<file path="src/design/xmalu_pkg.sv">
// constants, opcodes and register map of the extended memory alu block
// Notes on behaviour
// - operands are addressed by a full data-memory address, no bank select used.
// - store_accumulator copies accumulator into memory byte, flags kept.
// - or_into_accumulator puts acc OR byte into accumulator, only zero flag changes.
// - or_into_memory writes acc OR byte back to memory, only zero flag changes.
// - rotate_left_byte moves bits up one, bit 7 into bit 0, flags kept.
// - rotate left via carry loads old carry into bit 0, old bit 7 into carry.
// - rotate_right_byte moves bits down one, bit 0 into bit 7, flags kept.
// - rotate right via carry loads old carry into bit 7, old bit 0 into carry.
// - accumulator rotate forms write only the accumulator; carry forms still update carry.
// - subtract with borrow computes acc minus byte minus inverted carry, to acc or memory.
// - plain subtract computes acc minus byte and updates the six arithmetic flags.
// - after any subtraction carry is 0 for negative, 1 for zero or positive.
// - decrement_skip_zero writes byte minus one to memory, skips when that is zero.
// - increment_skip_zero writes byte plus one to memory, skips when that is zero.
// - accumulator forms of these write only the accumulator and skip on its zero.
// - skipping instructions take four cycles, the last a dummy cycle, and alter no flags.
// - set_bits byte form writes all ones to the memory byte, flags kept.
// - set_bits bit form forces the chosen bit to one, other bits and flags kept.
// - bit form of skip_if_nonzero skips when the chosen bit is one.
// - byte form of skip_if_nonzero skips when the whole byte is nonzero.
// - nibble_exchange swaps the two nibbles of the memory byte in place, flags kept.
package xmalu_pkg;

	// operation codes presented by the instruction sequencer
	localparam int             OP_W                          = 5;
	localparam logic [OP_W-1:0] OP_STORE_ACCUMULATOR          = 5'h00;
	localparam logic [OP_W-1:0] OP_OR_INTO_ACCUMULATOR        = 5'h01;
	localparam logic [OP_W-1:0] OP_OR_INTO_MEMORY             = 5'h02;
	localparam logic [OP_W-1:0] OP_ROTATE_LEFT_BYTE           = 5'h03;
	localparam logic [OP_W-1:0] OP_ROTATE_LEFT_TO_ACC         = 5'h04;
	localparam logic [OP_W-1:0] OP_ROTATE_LEFT_VIA_CARRY      = 5'h05;
	localparam logic [OP_W-1:0] OP_ROTATE_LEFT_VIA_CARRY_ACC  = 5'h06;
	localparam logic [OP_W-1:0] OP_ROTATE_RIGHT_BYTE          = 5'h07;
	localparam logic [OP_W-1:0] OP_ROTATE_RIGHT_TO_ACC        = 5'h08;
	localparam logic [OP_W-1:0] OP_ROTATE_RIGHT_VIA_CARRY     = 5'h09;
	localparam logic [OP_W-1:0] OP_ROTATE_RIGHT_VIA_CARRY_ACC = 5'h0A;
	localparam logic [OP_W-1:0] OP_SUBTRACT_BORROW_TO_ACC     = 5'h0B;
	localparam logic [OP_W-1:0] OP_SUBTRACT_BORROW_TO_MEMORY  = 5'h0C;
	localparam logic [OP_W-1:0] OP_SUBTRACT_TO_ACC            = 5'h0D;
	localparam logic [OP_W-1:0] OP_SUBTRACT_TO_MEMORY         = 5'h0E;
	localparam logic [OP_W-1:0] OP_DECREMENT_SKIP_ZERO        = 5'h0F;
	localparam logic [OP_W-1:0] OP_DECREMENT_SKIP_ZERO_TO_ACC = 5'h10;
	localparam logic [OP_W-1:0] OP_INCREMENT_SKIP_ZERO        = 5'h11;
	localparam logic [OP_W-1:0] OP_INCREMENT_SKIP_ZERO_TO_ACC = 5'h12;
	localparam logic [OP_W-1:0] OP_SET_BITS_BYTE              = 5'h13;
	localparam logic [OP_W-1:0] OP_SET_BITS_BIT               = 5'h14;
	localparam logic [OP_W-1:0] OP_SKIP_IF_NONZERO_BYTE       = 5'h15;
	localparam logic [OP_W-1:0] OP_SKIP_IF_NONZERO_BIT        = 5'h16;
	localparam logic [OP_W-1:0] OP_NIBBLE_EXCHANGE            = 5'h17;

	// avalon byte offsets of the three registers
	localparam int         AV_ADDR_W    = 4;
	localparam logic [3:0] REG_ACC      = 4'h0;
	localparam logic [3:0] REG_STATUS   = 4'h4;
	localparam logic [3:0] REG_INFO     = 4'h8;

	// status register bit positions
	localparam int FLAG_CARRY  = 0;
	localparam int FLAG_NIBBLE = 1;
	localparam int FLAG_ZERO   = 2;
	localparam int FLAG_WRAP   = 3;
	localparam int FLAG_SIGNED = 4;
	localparam int FLAG_CHAIN  = 5;
	localparam int FLAG_W      = 6;

	// info register bit positions
	localparam int INFO_BUSY = 0;
	localparam int INFO_SKIP = 1;

	// reset values and byte constants
	localparam logic [7:0]        ACC_RESET    = 8'h00;
	localparam logic [FLAG_W-1:0] FLAGS_RESET  = 6'h00;
	localparam logic [7:0]        BYTE_ONES    = 8'hFF;
	localparam logic [7:0]        BYTE_ZERO    = 8'h00;
	localparam logic [7:0]        BYTE_ONE     = 8'h01;

endpackage : xmalu_pkg

</file>
<file path="src/design/xmalu_core.sv">
// extended memory alu: sequencer handshake, data-memory port and avalon registers
//
// Added by the designer: the address map and the Avalon-MM register port.
`timescale 1ns/100ps
module xmalu_core #(
	parameter int MEM_ADDR_W = 12
) (
	// clock and reset
	input  wire logic                         mclk,
	input  wire logic                         reset,
	// instruction sequencer request
	input  wire logic                         opValid,
	input  wire logic [xmalu_pkg::OP_W-1:0]   opCode,
	input  wire logic [MEM_ADDR_W-1:0]        opAddr,
	input  wire logic [2:0]                   opBit,
	output logic                              opReady,
	// instruction sequencer answer
	output logic                              opDone,
	output logic                              opSkip,
	output logic                              opDummy,
	// data memory port, read data one cycle after memRdEn
	output logic [MEM_ADDR_W-1:0]             memAddr,
	output logic                              memRdEn,
	input  wire logic [7:0]                   memRdData,
	output logic                              memWrEn,
	output logic [7:0]                        memWrData,
	// avalon-mm slave
	input  wire logic [xmalu_pkg::AV_ADDR_W-1:0] address,
	input  wire logic                         read,
	input  wire logic                         write,
	input  wire logic [31:0]                  writedata,
	input  wire logic [3:0]                   byteenable,
	output logic [31:0]                       readdata,
	output logic                              waitrequest,
	// architectural state seen by the core
	output logic [7:0]                        accOut,
	output logic [xmalu_pkg::FLAG_W-1:0]      flagsOut
);

	// refuse address widths the memory port cannot serve, at elaboration
	if (MEM_ADDR_W < 8 || MEM_ADDR_W > 24)
	begin : g_badAddrWidth
		$error("xmalu_core: MEM_ADDR_W must lie in 8..24");
	end

	typedef enum logic [2:0] {ST_IDLE, ST_READ, ST_CALC, ST_WRITE, ST_DUMMY} xmalu_state_e;

	// one-hot mask of a single bit
	function automatic logic [7:0] bitMask(input logic [2:0] idx);
		logic [7:0] m;
		m = xmalu_pkg::BYTE_ONE << idx;
		return m;
	endfunction : bitMask

	// 9-bit difference, msb is the borrow out
	function automatic logic [8:0] sub9(input logic [7:0] a, input logic [7:0] b,
		input logic bin);
		logic [8:0] d;
		d = {1'b0, a} - {1'b0, b} - {8'h00, bin};
		return d;
	endfunction : sub9

	xmalu_state_e                  state_r;
	xmalu_state_e                  state_nxt;
	logic [xmalu_pkg::OP_W-1:0]    code_r;
	logic [MEM_ADDR_W-1:0]         addr_r;
	logic [2:0]                    bit_r;
	logic [7:0]                    acc_r;
	logic [xmalu_pkg::FLAG_W-1:0]  flags_r;
	logic [7:0]                    res_r;
	logic                          wrMem_r;
	logic                          skip_r;
	logic                          lastSkip_r;
	logic                          ack_r;
	logic [31:0]                   rdData_r;

	// combinational results of the calc cycle
	logic [7:0]                    resNxt;
	logic                          wrMemNxt;
	logic                          wrAccNxt;
	logic                          skipNxt;
	logic [xmalu_pkg::FLAG_W-1:0]  flagsNxt;

	// operand aliases
	wire logic [7:0] mByte = memRdData;
	wire logic       cIn   = flags_r[xmalu_pkg::FLAG_CARRY];

	// rotate results
	wire logic [7:0] rotL  = {mByte[6:0], mByte[7]};
	wire logic [7:0] rotLC = {mByte[6:0], cIn};
	wire logic [7:0] rotR  = {mByte[0], mByte[7:1]};
	wire logic [7:0] rotRC = {cIn, mByte[7:1]};

	// subtractor shared by the four subtract forms
	wire logic       isBorrowOp = (code_r == xmalu_pkg::OP_SUBTRACT_BORROW_TO_ACC) ||
		(code_r == xmalu_pkg::OP_SUBTRACT_BORROW_TO_MEMORY);
	wire logic       borrowIn   = isBorrowOp & ~cIn;
	wire logic [8:0] diff       = sub9(acc_r, mByte, borrowIn);
	wire logic [8:0] diffLow    = sub9({4'h0, acc_r[3:0]}, {4'h0, mByte[3:0]}, borrowIn);
	wire logic [7:0] diffByte   = diff[7:0];
	wire logic       diffZero   = (diffByte == xmalu_pkg::BYTE_ZERO);
	wire logic       diffWrap   = (acc_r[7] ^ mByte[7]) & (acc_r[7] ^ diffByte[7]);

	// subtract flag set; chained zero only holds across a borrow chain
	logic [xmalu_pkg::FLAG_W-1:0] subFlags;
	always_comb
	begin
		subFlags                          = flags_r;
		subFlags[xmalu_pkg::FLAG_CARRY]   = ~diff[8];
		subFlags[xmalu_pkg::FLAG_NIBBLE]  = ~diffLow[4];
		subFlags[xmalu_pkg::FLAG_ZERO]    = diffZero;
		subFlags[xmalu_pkg::FLAG_WRAP]    = diffWrap;
		subFlags[xmalu_pkg::FLAG_SIGNED]  = diffWrap ^ diffByte[7];
		subFlags[xmalu_pkg::FLAG_CHAIN]   = isBorrowOp ?
			(diffZero & flags_r[xmalu_pkg::FLAG_CHAIN]) : diffZero;
	end

	// increment, decrement and or results
	wire logic [7:0] decByte = mByte - xmalu_pkg::BYTE_ONE;
	wire logic [7:0] incByte = mByte + xmalu_pkg::BYTE_ONE;
	wire logic [7:0] orByte  = acc_r | mByte;
	wire logic       orZero  = (orByte == xmalu_pkg::BYTE_ZERO);

	// operation decode; every path starts from the held flags
	always_comb
	begin
		resNxt   = mByte;
		wrMemNxt = 1'b0;
		wrAccNxt = 1'b0;
		skipNxt  = 1'b0;
		flagsNxt = flags_r;
		case (code_r)
			xmalu_pkg::OP_STORE_ACCUMULATOR:
			begin
				resNxt   = acc_r;
				wrMemNxt = 1'b1;
			end
			xmalu_pkg::OP_OR_INTO_ACCUMULATOR:
			begin
				resNxt   = orByte;
				wrAccNxt = 1'b1;
				flagsNxt[xmalu_pkg::FLAG_ZERO] = orZero;
			end
			xmalu_pkg::OP_OR_INTO_MEMORY:
			begin
				resNxt   = orByte;
				wrMemNxt = 1'b1;
				flagsNxt[xmalu_pkg::FLAG_ZERO] = orZero;
			end
			xmalu_pkg::OP_ROTATE_LEFT_BYTE:
			begin
				resNxt   = rotL;
				wrMemNxt = 1'b1;
			end
			xmalu_pkg::OP_ROTATE_LEFT_TO_ACC:
			begin
				resNxt   = rotL;
				wrAccNxt = 1'b1;
			end
			xmalu_pkg::OP_ROTATE_LEFT_VIA_CARRY:
			begin
				resNxt   = rotLC;
				wrMemNxt = 1'b1;
				flagsNxt[xmalu_pkg::FLAG_CARRY] = mByte[7];
			end
			xmalu_pkg::OP_ROTATE_LEFT_VIA_CARRY_ACC:
			begin
				resNxt   = rotLC;
				wrAccNxt = 1'b1;
				flagsNxt[xmalu_pkg::FLAG_CARRY] = mByte[7];
			end
			xmalu_pkg::OP_ROTATE_RIGHT_BYTE:
			begin
				resNxt   = rotR;
				wrMemNxt = 1'b1;
			end
			xmalu_pkg::OP_ROTATE_RIGHT_TO_ACC:
			begin
				resNxt   = rotR;
				wrAccNxt = 1'b1;
			end
			xmalu_pkg::OP_ROTATE_RIGHT_VIA_CARRY:
			begin
				resNxt   = rotRC;
				wrMemNxt = 1'b1;
				flagsNxt[xmalu_pkg::FLAG_CARRY] = mByte[0];
			end
			xmalu_pkg::OP_ROTATE_RIGHT_VIA_CARRY_ACC:
			begin
				resNxt   = rotRC;
				wrAccNxt = 1'b1;
				flagsNxt[xmalu_pkg::FLAG_CARRY] = mByte[0];
			end
			xmalu_pkg::OP_SUBTRACT_BORROW_TO_ACC, xmalu_pkg::OP_SUBTRACT_TO_ACC:
			begin
				resNxt   = diffByte;
				wrAccNxt = 1'b1;
				flagsNxt = subFlags;
			end
			xmalu_pkg::OP_SUBTRACT_BORROW_TO_MEMORY, xmalu_pkg::OP_SUBTRACT_TO_MEMORY:
			begin
				resNxt   = diffByte;
				wrMemNxt = 1'b1;
				flagsNxt = subFlags;
			end
			xmalu_pkg::OP_DECREMENT_SKIP_ZERO:
			begin
				resNxt   = decByte;
				wrMemNxt = 1'b1;
				skipNxt  = (decByte == xmalu_pkg::BYTE_ZERO);
			end
			xmalu_pkg::OP_DECREMENT_SKIP_ZERO_TO_ACC:
			begin
				resNxt   = decByte;
				wrAccNxt = 1'b1;
				skipNxt  = (decByte == xmalu_pkg::BYTE_ZERO);
			end
			xmalu_pkg::OP_INCREMENT_SKIP_ZERO:
			begin
				resNxt   = incByte;
				wrMemNxt = 1'b1;
				skipNxt  = (incByte == xmalu_pkg::BYTE_ZERO);
			end
			xmalu_pkg::OP_INCREMENT_SKIP_ZERO_TO_ACC:
			begin
				resNxt   = incByte;
				wrAccNxt = 1'b1;
				skipNxt  = (incByte == xmalu_pkg::BYTE_ZERO);
			end
			xmalu_pkg::OP_SET_BITS_BYTE:
			begin
				resNxt   = xmalu_pkg::BYTE_ONES;
				wrMemNxt = 1'b1;
			end
			xmalu_pkg::OP_SET_BITS_BIT:
			begin
				resNxt   = mByte | bitMask(bit_r);
				wrMemNxt = 1'b1;
			end
			xmalu_pkg::OP_SKIP_IF_NONZERO_BYTE:
				skipNxt  = (mByte != xmalu_pkg::BYTE_ZERO);
			xmalu_pkg::OP_SKIP_IF_NONZERO_BIT:
				skipNxt  = |(mByte & bitMask(bit_r));
			xmalu_pkg::OP_NIBBLE_EXCHANGE:
			begin
				resNxt   = {mByte[3:0], mByte[7:4]};
				wrMemNxt = 1'b1;
			end
			default:
			begin
				resNxt   = mByte;
				skipNxt  = 1'b0;
			end
		endcase
	end

	// avalon decode; a bus write waits while an operation is in flight
	wire logic idle      = (state_r == ST_IDLE);
	wire logic busReq    = read | write;
	wire logic busReady  = ~write | idle;
	wire logic busCommit = busReq & ack_r;
	wire logic busWrAcc  = busCommit & write & (address == xmalu_pkg::REG_ACC) & byteenable[0];
	wire logic busWrStat = busCommit & write & (address == xmalu_pkg::REG_STATUS) &
		byteenable[0];
	wire logic startOp   = opValid & opReady;

	// bus word images
	logic [31:0] rdImage;
	always_comb
	begin
		rdImage = 32'h0000_0000;
		case (address)
			xmalu_pkg::REG_ACC:    rdImage[7:0] = acc_r;
			xmalu_pkg::REG_STATUS: rdImage[xmalu_pkg::FLAG_W-1:0] = flags_r;
			xmalu_pkg::REG_INFO:
			begin
				rdImage[xmalu_pkg::INFO_BUSY] = ~idle;
				rdImage[xmalu_pkg::INFO_SKIP] = lastSkip_r;
			end
			default:               rdImage = 32'h0000_0000;
		endcase
	end

	// handshake outputs; a bus write in its commit cycle holds off a new op
	assign opReady     = idle & ~(write & ack_r);
	assign opDone      = ((state_r == ST_WRITE) & ~skip_r) | (state_r == ST_DUMMY);
	assign opSkip      = (state_r == ST_DUMMY);
	assign opDummy     = (state_r == ST_DUMMY);
	assign memRdEn     = (state_r == ST_READ);
	assign memAddr     = addr_r;
	assign memWrEn     = (state_r == ST_WRITE) & wrMem_r;
	assign memWrData   = res_r;
	assign waitrequest = busReq & ~ack_r;
	assign readdata    = rdData_r;
	assign accOut      = acc_r;
	assign flagsOut    = flags_r;

	// sequence: read, calc, write, then a dummy cycle when skipping
	always_comb
	begin
		state_nxt = state_r;
		case (state_r)
			ST_IDLE:  state_nxt = startOp ? ST_READ : ST_IDLE;
			ST_READ:  state_nxt = ST_CALC;
			ST_CALC:  state_nxt = ST_WRITE;
			ST_WRITE: state_nxt = skip_r ? ST_DUMMY : ST_IDLE;
			ST_DUMMY: state_nxt = ST_IDLE;
			default:  state_nxt = ST_IDLE;
		endcase
	end

	// state and captured request
	always_ff @(posedge mclk or posedge reset)
	begin
		if (reset)
		begin
			state_r <= ST_IDLE;
			code_r  <= xmalu_pkg::OP_STORE_ACCUMULATOR;
			addr_r  <= '0;
			bit_r   <= 3'h0;
		end
		else
		begin
			state_r <= state_nxt;
			if (startOp)
			begin
				code_r <= opCode;
				addr_r <= opAddr;
				bit_r  <= opBit;
			end
		end
	end

	// results latched at calc; skip never touches flags beyond flagsNxt
	always_ff @(posedge mclk or posedge reset)
	begin
		if (reset)
		begin
			res_r      <= xmalu_pkg::BYTE_ZERO;
			wrMem_r    <= 1'b0;
			skip_r     <= 1'b0;
			lastSkip_r <= 1'b0;
		end
		else if (state_r == ST_CALC)
		begin
			res_r      <= resNxt;
			wrMem_r    <= wrMemNxt;
			skip_r     <= skipNxt;
			lastSkip_r <= skipNxt;
		end
	end

	// accumulator and flags: op results, else a software write when idle
	always_ff @(posedge mclk or posedge reset)
	begin
		if (reset)
		begin
			acc_r   <= xmalu_pkg::ACC_RESET;
			flags_r <= xmalu_pkg::FLAGS_RESET;
		end
		else if (state_r == ST_CALC)
		begin
			if (wrAccNxt)
				acc_r <= resNxt;
			flags_r <= flagsNxt;
		end
		else
		begin
			if (busWrAcc)
				acc_r <= writedata[7:0];
			if (busWrStat)
				flags_r <= writedata[xmalu_pkg::FLAG_W-1:0];
		end
	end

	// bus answer one cycle after the request, later for writes while busy
	always_ff @(posedge mclk or posedge reset)
	begin
		if (reset)
		begin
			ack_r    <= 1'b0;
			rdData_r <= 32'h0000_0000;
		end
		else
		begin
			ack_r    <= busReq & ~ack_r & busReady;
			rdData_r <= read ? rdImage : 32'h0000_0000;
		end
	end

endmodule : xmalu_core

</file>
<file path="config.mk">
export PLATFORM = sky130hd
export DESIGN_NAME = xmalu_core
export DESIGN_NICKNAME = d
export VERILOG_FILES = /design/src/design/xmalu_pkg.sv /design/src/design/xmalu_core.sv
export SDC_FILE = /design/constraint.sdc
export NUM_CORES = 1
export LEC_CHECK = 0
export ABC_AREA = 0
export BUFFER_PORTS_ARGS = -buffer_cell sky130_fd_sc_hd__buf_2
export CAP_MARGIN = 40
export CELL_PAD_IN_SITES_DETAIL_PLACEMENT = 0
export CELL_PAD_IN_SITES_GLOBAL_PLACEMENT = 1
export CORE_UTILIZATION = 39
export DETAILED_ROUTE_END_ITERATION = 10
export PLACE_DENSITY_LB_ADDON = 0.1
export SETUP_SLACK_MARGIN = 0.5
export SLEW_MARGIN = 10
export SYNTH_ARGS = -nofsm -noshare
export SYNTH_HDL_FRONTEND = slang
export SYNTH_SLANG_ARGS = --single-unit
</file>
<file path="constraint.sdc">
create_clock -name mclk -period 4.1 [get_ports mclk]
set_input_delay 0.615 -clock mclk [delete_from_list [all_inputs] [get_ports mclk]]
set_output_delay 0.615 -clock mclk [all_outputs]
set_load 0.01 [all_outputs]
</file>
Word-level counts from Yosys, hierarchy flattened
Cells that the tools add are included.
{"block": "totals", "wordCells": 133, "regBits": 56, "input_bits": 73, "output_inout_bits": 73}
{"block": "op_classes", "shift": 1, "addsub": 6, "n_eq_ne": 33, "mux": 21, "reduce_logical": 26, "bitwise": 33}
{"op": "8-bit case mux with 12 select lines", "n": 1}
{"op": "5-bit by 4-bit == test with 1-bit output (second input constant)", "n": 8}
{"op": "5-bit == test (second input constant)", "n": 8}
{"op": "8-bit zero test", "n": 4}
{"op": "8-bit 2-to-1 mux", "n": 4}
{"op": "5-bit by 3-bit == test with 1-bit output (second input constant)", "n": 4}
{"op": "1-bit AND", "n": 16}
{"op": "8-bit OR", "n": 2}
{"op": "2-bit OR reduction", "n": 7}
{"op": "13-bit OR reduction", "n": 1}
{"op": "6-bit 2-to-1 mux", "n": 2}
{"op": "3-bit case mux with 4 select lines", "n": 1}
{"op": "5-bit by 2-bit == test with 1-bit output (second input constant)", "n": 2}
{"op": "9-bit OR reduction", "n": 1}
{"op": "8-bit by 8-bit subtractor with 9-bit output", "n": 1}
{"op": "9-bit by 1-bit subtractor with 9-bit output", "n": 1}
{"op": "8-bit by 1-bit adder with 8-bit output (second input constant)", "n": 1}
{"op": "8-bit AND", "n": 1}
{"op": "1-bit NOT", "n": 8}
{"op": "4-bit case mux with 2 select lines", "n": 1}
{"op": "2-bit AND reduction", "n": 4}
{"op": "8-bit nonzero test", "n": 1}
{"op": "8-bit OR reduction", "n": 1}
{"op": "1-bit by 3-bit << shifter with 8-bit output (first input constant)", "n": 1}
{"op": "27 further kinds", "n": 39}

Depth between registers and ports, before layout
Gate-level depths: netlist of the first run.
{"block": "logic_depth", "depth_word": 9, "ltp_mapped": 15, "depth_no_buf": 12}

Worst setup path before layout of the first run
No wires, ideal clock.
{"block": "synth_timing", "kind": "reg-to-reg", "startpoint": "register code_r[2] (netlist name)", "endpoint": "register flags_r (netlist bit flagsOut[2])", "arrival_time_ns": 3.635, "setup_ns": 0.088, "synth_period_minus_slack_ns": 3.723, "n_path_buf": 4, "setup_slack_ns": 0.377, "path_stages_with_launch": 15, "path_cell_list": "dfrtp_1 -> buf_6 -> buf_2 -> buf_2 -> clkbuf_1 -> a21oi_1 -> or3_1 -> fa_1 -> fa_1 -> o21ai_0 -> nor2b_1 -> xor2_1 -> nand4_1 -> or4_1 -> a41oi_1"}
{"block": "synth_between", "elab_chain_len": 7}
{"element": "start: declaration", "line_no": "xmalu_core.sv:65", "text": "logic [xmalu_pkg::OP_W-1:0] code_r;"}
{"element": "start signal: assignment", "line_no": "xmalu_core.sv:318", "text": "code_r <= xmalu_pkg::OP_STORE_ACCUMULATOR;"}
{"element": "start signal: assignment", "line_no": "xmalu_core.sv:327", "text": "code_r <= opCode;"}
{"element": "5-bit by 4-bit == test with 1-bit output (on tied branches)", "line_no": "xmalu_core.sv:95, xmalu_core.sv:132, xmalu_core.sv:96"}
{"element": "1-bit logical OR", "line_no": "xmalu_core.sv:95", "text": "wire logic isBorrowOp = (code_r == xmalu_pkg::OP_SUBTRACT_BORROW_TO_ACC) ||"}
{"element": "1-bit AND", "line_no": "xmalu_core.sv:97", "text": "wire logic borrowIn = isBorrowOp & ~cIn;"}
{"element": "9-bit by 1-bit subtractor with 9-bit output", "line_no": "xmalu_core.sv:59", "text": "d = {1'b0, a} - {1'b0, b} - {8'h00, bin};"}
{"element": "8-bit zero test", "line_no": "xmalu_core.sv:101", "text": "wire logic diffZero = (diffByte == xmalu_pkg::BYTE_ZERO);"}
{"element": "1-bit case mux with 2 select lines", "line_no": "xmalu_core.sv:132", "text": "case (code_r)"}
{"element": "6-bit 2-to-1 mux", "line_no": "xmalu_core.sv:361", "text": "else if (state_r == ST_CALC)"}
{"element": "end signal: assignment", "line_no": "xmalu_core.sv:359", "text": "flags_r <= xmalu_pkg::FLAGS_RESET;"}
{"element": "end signal: assignment", "line_no": "xmalu_core.sv:365", "text": "flags_r <= flagsNxt;"}
{"element": "end signal: assignment", "line_no": "xmalu_core.sv:372", "text": "flags_r <= writedata[xmalu_pkg::FLAG_W-1:0];"}
{"element": "end: declaration", "line_no": "xmalu_core.sv:69", "text": "logic [xmalu_pkg::FLAG_W-1:0] flags_r;"}
Several ways; a longest one is shown, not always the timed one.
A chain may end at the register's enable or synchronous reset.

Final worst setup path of the first run
{"block": "layout_timing", "startpoint": "register code_r[2] (netlist name)", "endpoint": "register acc_r[6], in the netlist accOut[6]"}
{"block": "layout_between", "elab_chain_len": 7}
{"element": "5-bit by 4-bit == test with 1-bit output (on tied branches)", "line_no": "xmalu_core.sv:95, xmalu_core.sv:132, xmalu_core.sv:96"}
{"element": "1-bit logical OR", "line_no": "xmalu_core.sv:95"}
{"element": "1-bit AND", "line_no": "xmalu_core.sv:97"}
{"element": "9-bit by 1-bit subtractor with 9-bit output", "line_no": "xmalu_core.sv:59"}
{"element": "8-bit case mux with 12 select lines", "line_no": "xmalu_core.sv:132"}
{"element": "8-bit 2-to-1 mux", "line_no": "xmalu_core.sv:363", "text": "if (wrAccNxt)"}
{"element": "8-bit 2-to-1 mux", "line_no": "xmalu_core.sv:361"}
{"element": "end signal: assignment", "line_no": "xmalu_core.sv:358", "text": "acc_r <= xmalu_pkg::ACC_RESET;"}
{"element": "end signal: assignment", "line_no": "xmalu_core.sv:364", "text": "acc_r <= resNxt;"}
{"element": "end signal: assignment", "line_no": "xmalu_core.sv:370", "text": "acc_r <= writedata[7:0];"}
{"element": "end: declaration", "line_no": "xmalu_core.sv:68", "text": "logic [7:0] acc_r;"}
Several ways; a longest one is shown, not always the timed one. The select of a mux whose other input is x is not followed.

==> results of run 1 <==
==> routing by layer <==
layer,part of all wire [%],vias to the layer above
li1,-,2298
met1,45,2363
met2,47,233
met3,5.6,44
met4,2.6,0
met5,0,-
==> worst max-delay path: cells and delay by family, from the launching register on <==
family,cells,cell delay (ps)
AOI/OAI and AO/OA,5,820
adders and majority gates,2,830
and+or+nand+nor,3,1140
DFF,1,390
xor gates and xnor gates,1,190
==> state kept, by name (all words and copies together) (netlist names) <==
signal / cells
accOut: 8
state_r: 3
ack_r: 1
memAddr: 12
code_r: 5
memWrData: 8
flagsOut: 6
wrMem_r: 1
bit_r: 3
readdata: 8
lastSkip_r: 1
==> cell usage after synthesis (all sizes together), types with 6 or more instances <==
cell type   n  area share [%]
o221ai      7             1.2
and3        9             1.1
a22oi       7             1.1
a31oi      18             2.3
inv        28             2.1
nor2       40             3.2
mux2       23             5.2
o22ai       8             1.0
o31ai       8             1.2
ha         25             6.3
clkbuf     23             1.7
o211ai      8             1.2
o21ai      30             3.0
nand2      40             3.2
nand4       7            0.88
nor3b       7             1.1
a21oi      23             2.3
xnor2      17             3.0
nor4       11             1.4
nor3       12             1.3
dfrtp      56              28
nand2b      6            0.75
buf        43             6.1
xor2        7             1.2
nor2b      10             1.3
nand3      22             2.2
==> worst paths after layout <==
| check | start | end | slack [ps] | cells after the start |
|---|---|---|---|---|
| max | code_r[2] | accOut[6] | 610 | 11 |
| min | reset | memAddr[7] | 420 | 2 |
| max reg2reg | code_r[2] | accOut[6] | 610 | 11 |
| min reg2reg | memWrData[0] | memWrData[0] | 480 | 2 |
| max in group asynchronous | reset | flagsOut[4] | 2890 | 3 |
| min in group mclk | memWrData[0] | memWrData[0] | 480 | 2 |
==> final cells by class <==
cell class | count | area share [%]
multi-input cells | 464 | 56.3
clock buffers | 6 | 2.41
clock inverters | 2 | 0.174
well taps | 168 | 3.64
inverters | 30 | 1.95
repair buffers | 117 | 11.1
flip-flops and latches | 56 | 24.3
==> cell usage in the layout, fill, tap and decap left out, types with 6 or more instances in the layout <==
cell type,instances
o22ai_1,8
nor4_1,11
o31ai_1,8
nor3b_1,6
a22oi_1,7
o221ai_1,6
nand2b_1,6
buf_2,94
xnor2_1,16
buf_4,23
a31oi_1,18
nand4_1,7
ha_1,25
and3_1,9
inv_1,25
a21oi_1,22
xor2_1,6
o211ai_1,8
nor3_1,11
nand2_1,39
nor2_1,38
dfrtp_1,54
nor2b_1,9
o21ai_0,26
nand3_1,22
conb_1,24
mux2_2,23
==> what timing repair did <==
| action | CTS | global route |
|---|---|---|
| endpoints found under the hold margin | 0 | 0 |
| setup endpoints to repair | 5 | 9 |
| pin swaps | 0 | 4 |
| gates resized for setup | 6 | 9 |
| setup buffers | 0 | 3 |
==> through the flow <==
stage	setup slack [ps]	util [%]	power [mW]
3_3_place_gp	413	45.1	4.10
4_1_cts	502	46.5	4.63
5_1_grt	480	47.0	5.12
3_5_place_dp	383	45.1	4.13
6_report	607	47.0	4.78
2_1_floorplan	509	-	3.17
==> cells by family after synthesis <==
logic type,Yosys count
compound gates,169
xor+xnor,24
fa+ha+maj,27
other cells,1
simple gates,193
buf+inv,96
mux,27
flops,56
==> power breakdown <==
part | internal, mW | switching (mW) | total [mW]
Sequential | 0.796 | 0.269 | 1.06
Combinational | 1.32 | 1.97 | 3.28
Clock | 0.241 | 0.186 | 0.427
Total | 2.35 | 2.42 | 4.78
==> results.txt, run 1 <==
Outcome - finished, final reports clean
Max-slew headroom - 41.2%
Dpl cells - 832
HP Class - input pin to async pin
Fillers - 1250
Skew-Pair Late Insertion Delay - 290 ps
CTS Buf Count - 5
#FFs+latches synth - 56
Fin nets - 774
CTS tree - built
CP Max Fanout - 3
Fin Hold WS - 424 ps
Post-DP HPWL - 12800 µm
Non-Filler Instances - 843
Post-placement cell area - 5530 µm²
FFs w/ async S/R, synth - 100%
P&R area growth vs syn - 15.5%
Seq/Total Area, Yosys - 28.1%
GP Congestion - 0.974
Worst path max stage delay - 490 ps
Pre-Repair DR Iteration Count - 5
Drt wl/cell - 20.4 µm
Register area - 1400 µm²
Setup Viol. Count Final - 0
Multi-input combinational cell area - 3250 µm²
CP required - 4280 ps
Die X-Extent - 115 µm
Synth Area in Adders - 7.06%
Total GRT Usage - 26.1%
Measured slew at the worst slew-check pin - 877 ps
Initial antenna violation count - 0
Overflow after GRT - 0
H-tree depth - 2
Number of global-route vias before repair - 4591
Crit. End Element - flop
Multiplexer share of the synthesized area - 5.99%
Pwr dens - 828 nW/µm²
Design area - 5770 µm²
Largest family of logic cells by synthesized area - compound AO/OA/AOI/OAI gates
Deepest clock path buffer count - 2
F_max - 286 MHz
First-pass GRT wire length - 26000 µm
Die height - 115 µm
Compound-cell area share of the yosys netlist - 23.8%
Pins Over Slew Limit - 0
Starting Density - 40.7%
Mapped cell area - 4990 µm²
Gr busiest metal - met2
Largest net degree at the start of global routing - 38
Final Skew - 4.46 ps
Clock sink count - 56
Port-buffer cells - 94
Starting DRC count in detailed routing - 481
Ys Warns - 0
Simple-Gate Fraction of Synth Area - 20.6%
Met3 GRT Util - 3.37%
Layout cells sized above 1 - 26.2%
Top Ports - 146
FP Rows - 40
Final Critical Period - 3490 ps
RSZ-0062 raised after global routing - true
Main synth FF type - dfrtp_1
DR vias - 4938
Max-cap viol count - 0
XOR/XNOR share of the synthesized area - 4.21%
VDD IR-drop max - 0.000400 V
Vias/cell - 5.86
Antenna Nets Post-Route - 0
CP max-delay cell - or4_4
Crit-path cells - and3b_4 > a21oi_1 > or3_1 > fa_1 > fa_2 > o21ai_2 > a22o_1 > xnor2_1 > o22ai_1 > or4_4 > o221a_1
Post-synth EDFFs - 0
Post-route clock period utilization - 85.2%
Total wire length - 17200 µm
GR Util met2 - 42.7%
ANT cells - 0
Die Footprint - 13300 µm²
Total core area - 12300 µm²
CP startpoint kind - flop
Worst EP arrival - 3670 ps
Syn Area/Cell - 8.42 µm²
DRC - 0
CTS root buf - clkbuf_16
Post-route setup TNS - 0 ps
Distinct cells, synth - 80
Pleak - 2.62 nW
Hold Fails Final Rpt - 0
Hold-fix buffers at CTS - 0
GR Util met1 - 36.5%
CTS clk-pin slew, worst paths - 70 ps
Cells after Synth - 593
Critical path class - flop to flop
No activity file was read; power rests on OpenSTA's default activity.
==> inputs of run 2 (changes only) <==
--- a/config.mk
+++ b/config.mk
@@ -10,7 +10,7 @@
 export CAP_MARGIN = 40
 export CELL_PAD_IN_SITES_DETAIL_PLACEMENT = 0
 export CELL_PAD_IN_SITES_GLOBAL_PLACEMENT = 1
-export CORE_UTILIZATION = 39
+export CORE_UTILIZATION = 35
 export DETAILED_ROUTE_END_ITERATION = 10
 export PLACE_DENSITY_LB_ADDON = 0.1
 export SETUP_SLACK_MARGIN = 0.5
==> constraint.sdc (replaced) <==
create_clock -name mclk -period 3.21 [get_ports mclk]
set_input_delay 0.4815 -clock mclk [delete_from_list [all_inputs] [get_ports mclk]]
set_output_delay 0.4815 -clock mclk [all_outputs]
set_load 0.01 [all_outputs]
==> run 2 against run 1 <==
Compared with the run above: the run now ends with negative setup slack left; clock-buffer cell count increased by 1; final cell count increased by 6.5%; sequential power up 24%; clock skew grew 2.6 ps; core utilization is 1.5 points lower; first-iteration DRC count down 23%; critical endpoint is now flagsOut[2]; setup slack worse by 780 ps; sequential cell count stayed put.
==> results.txt, run 2 (same netlist as run 1, synthesis figures left out) <==
FF-to-FF End - flagsOut[2]
Deepest clock path buffer count - 2
CTS Buf Count - 5
Max-slew headroom - 46.3%
Pins Over Slew Limit - 0
Final Critical Period - 3380 ps
CP delay by family, top - simple AND/OR/NAND/NOR gates
CTS root buf - clkbuf_16
Die X-Extent - 121 µm
Top Metal Used - met4
Worst EP arrival - 3590 ps
Max-cap viol count - 0
Crit path top cell by count - fa_2
Most frequent cells in the layout - buf_2, buf_4, dfrtp_1
Fillers - 1432
Final core occ - 45.5%
CTS clk-pin slew, worst paths - 70 ps
Final Skew - 7.10 ps
DR vias - 5037
Dpl cells - 879
Skew-Pair Late Insertion Delay - 300 ps
CP Max Fanout - 2
Top Ports - 146
Hold Fails Final Rpt - 0
FP Rows - 43
Routed wl met3 - 804 µm
Antenna Nets Post-Route - 0
Wire length on met2 - 8250 µm
Drt wl/cell - 20.1 µm
Design area - 6320 µm²
Worst r2r src - code_r[2]
Setup Viol. Count Final - 11
Clock sink count - 56
Post-route setup TNS - -1120 ps
CP Buf/Inv Count - 0
Worst setup margin - -169 ps
GP Congestion - 0.971
Reg-to-reg slack, setup - -170 ps
Most common cell after layout, fill and taps aside - buf_2
Max reg flops - 12
F_max - 296 MHz
First-pass GRT wire length - 27100 µm
Reg2Reg Depth - 11
Fin nets - 817
Crit. End Element - flop
Crit-path cells - and3b_4 > a21oi_2 > or3_4 > fa_2 > fa_2 > o21ai_2 > a22o_1 > xnor2_2 > nand4_1 > or4_1 > a41oi_2
Total wire length - 18100 µm
Worst slack at placement - -257 ps
CP startpoint kind - flop
H-tree depth - 2
Post-placement cell area - 5850 µm²
Critical path class - flop to flop
Pwr dens - 1120 nW/µm²
Starting Density - 36.0%
Layout cells sized above 1 - 33.6%
VDD IR-drop max - 0.000560 V
Vias/cell - 5.61
Largest net degree at the start of global routing - 38
Total core area - 13900 µm²
Pleak - 2.88 nW
Port-buffer cells - 94
CP max-delay cell - or4_1
Fin Hold WS - 296 ps
ANT cells - 0
RSZ-0062 raised after global routing - true
Die height - 121 µm
Power consumption - 7.06 mW
CP required - 3430 ps
Die Footprint - 14800 µm²
Worst path max stage delay - 550 ps
CTS tree - built
Total GRT Usage - 24.6%
Non-Filler Instances - 898
Post-route clock period utilization - 105%
DRC - 0
Measured slew at the worst slew-check pin - 804 ps
Pre-Repair DR Iteration Count - 5
Failing checks - negative setup slack
HP Class - input pin to async pin
Starting DRC count in detailed routing - 371
Outcome - finished with violations
Overflow after GRT - 0
Metal-1 WL - 8290 µm
Initial antenna violation count - 0
Number of global-route vias before repair - 4748
P&R area growth vs syn - 26.5%
Post-DP HPWL - 13800 µm
## run 2: cell types whose count changed in the layout (fill, tap and decap cells not counted), moves of 2 or more
cell | previous run | this run
buf_4 | 23 | 61
buf_6 | 0 | 5
o21ai_0 | 26 | 21
o21ai_1 | 3 | 7
xnor2_1 | 16 | 12
xnor2_2 | 0 | 3
a21oi_1 | 22 | 20
a21oi_2 | 0 | 2
clkinv_2 | 2 | 0
dfrtp_1 | 54 | 56
dfrtp_2 | 2 | 0
ha_1 | 25 | 23
or3_1 | 5 | 3
or3_4 | 0 | 2
## run 2: cell type report
class | instances | area, µm² | share of cell area [%]
well taps | 180 | 225 | 3.57
multi-input cells | 464 | 3440 | 54.5
repair buffers | 160 | 985 | 15.6
clock inverters | 1 | 7.51 | 0.119
flip-flops and latches | 56 | 1400 | 22.2
clock buffers | 7 | 143 | 2.26
inverters | 30 | 113 | 1.78
## run 2: worst max path at each step
stage / cells past startpoint / to / slack (ps) / start
floorplan: 15 / flagsOut[2] / -140 / code_r[2]
global placement: 11 / accOut[6] / -210 / code_r[2]
detailed placement: 11 / accOut[6] / -260 / code_r[2]
CTS: 11 / accOut[6] / -130 / code_r[2]
global route: 12 / accOut[5] / -250 / code_r[2]
finish: 11 / flagsOut[2] / -170 / code_r[2]
## run 2: routing by layer
metal | up-vias | track usage (%)
li1 | 2386 | -
met1 | 2441 | 33.4
met2 | 171 | 38.4
met3 | 39 | 3.95
met4 | 0 | 10.6
met5 | - | 0
## run 2: repair_timing
item | 4_1_cts | 5_1_grt
setup buffers | 7 | 4
gates resized for setup | 31 | 12
setup endpoints to repair | 22 | 22
endpoints found under the hold margin | 0 | 0
hold buffers | 0 | 0
pin swaps | 24 | 14
## run 2: where the power goes
part           internal [mW]  leakage, nW  switching [mW]
Combinational           2.31         2.12            2.88
Clock                  0.311       0.0701           0.245
Sequential              1.01        0.684           0.295
Total                   3.63         2.88            3.42
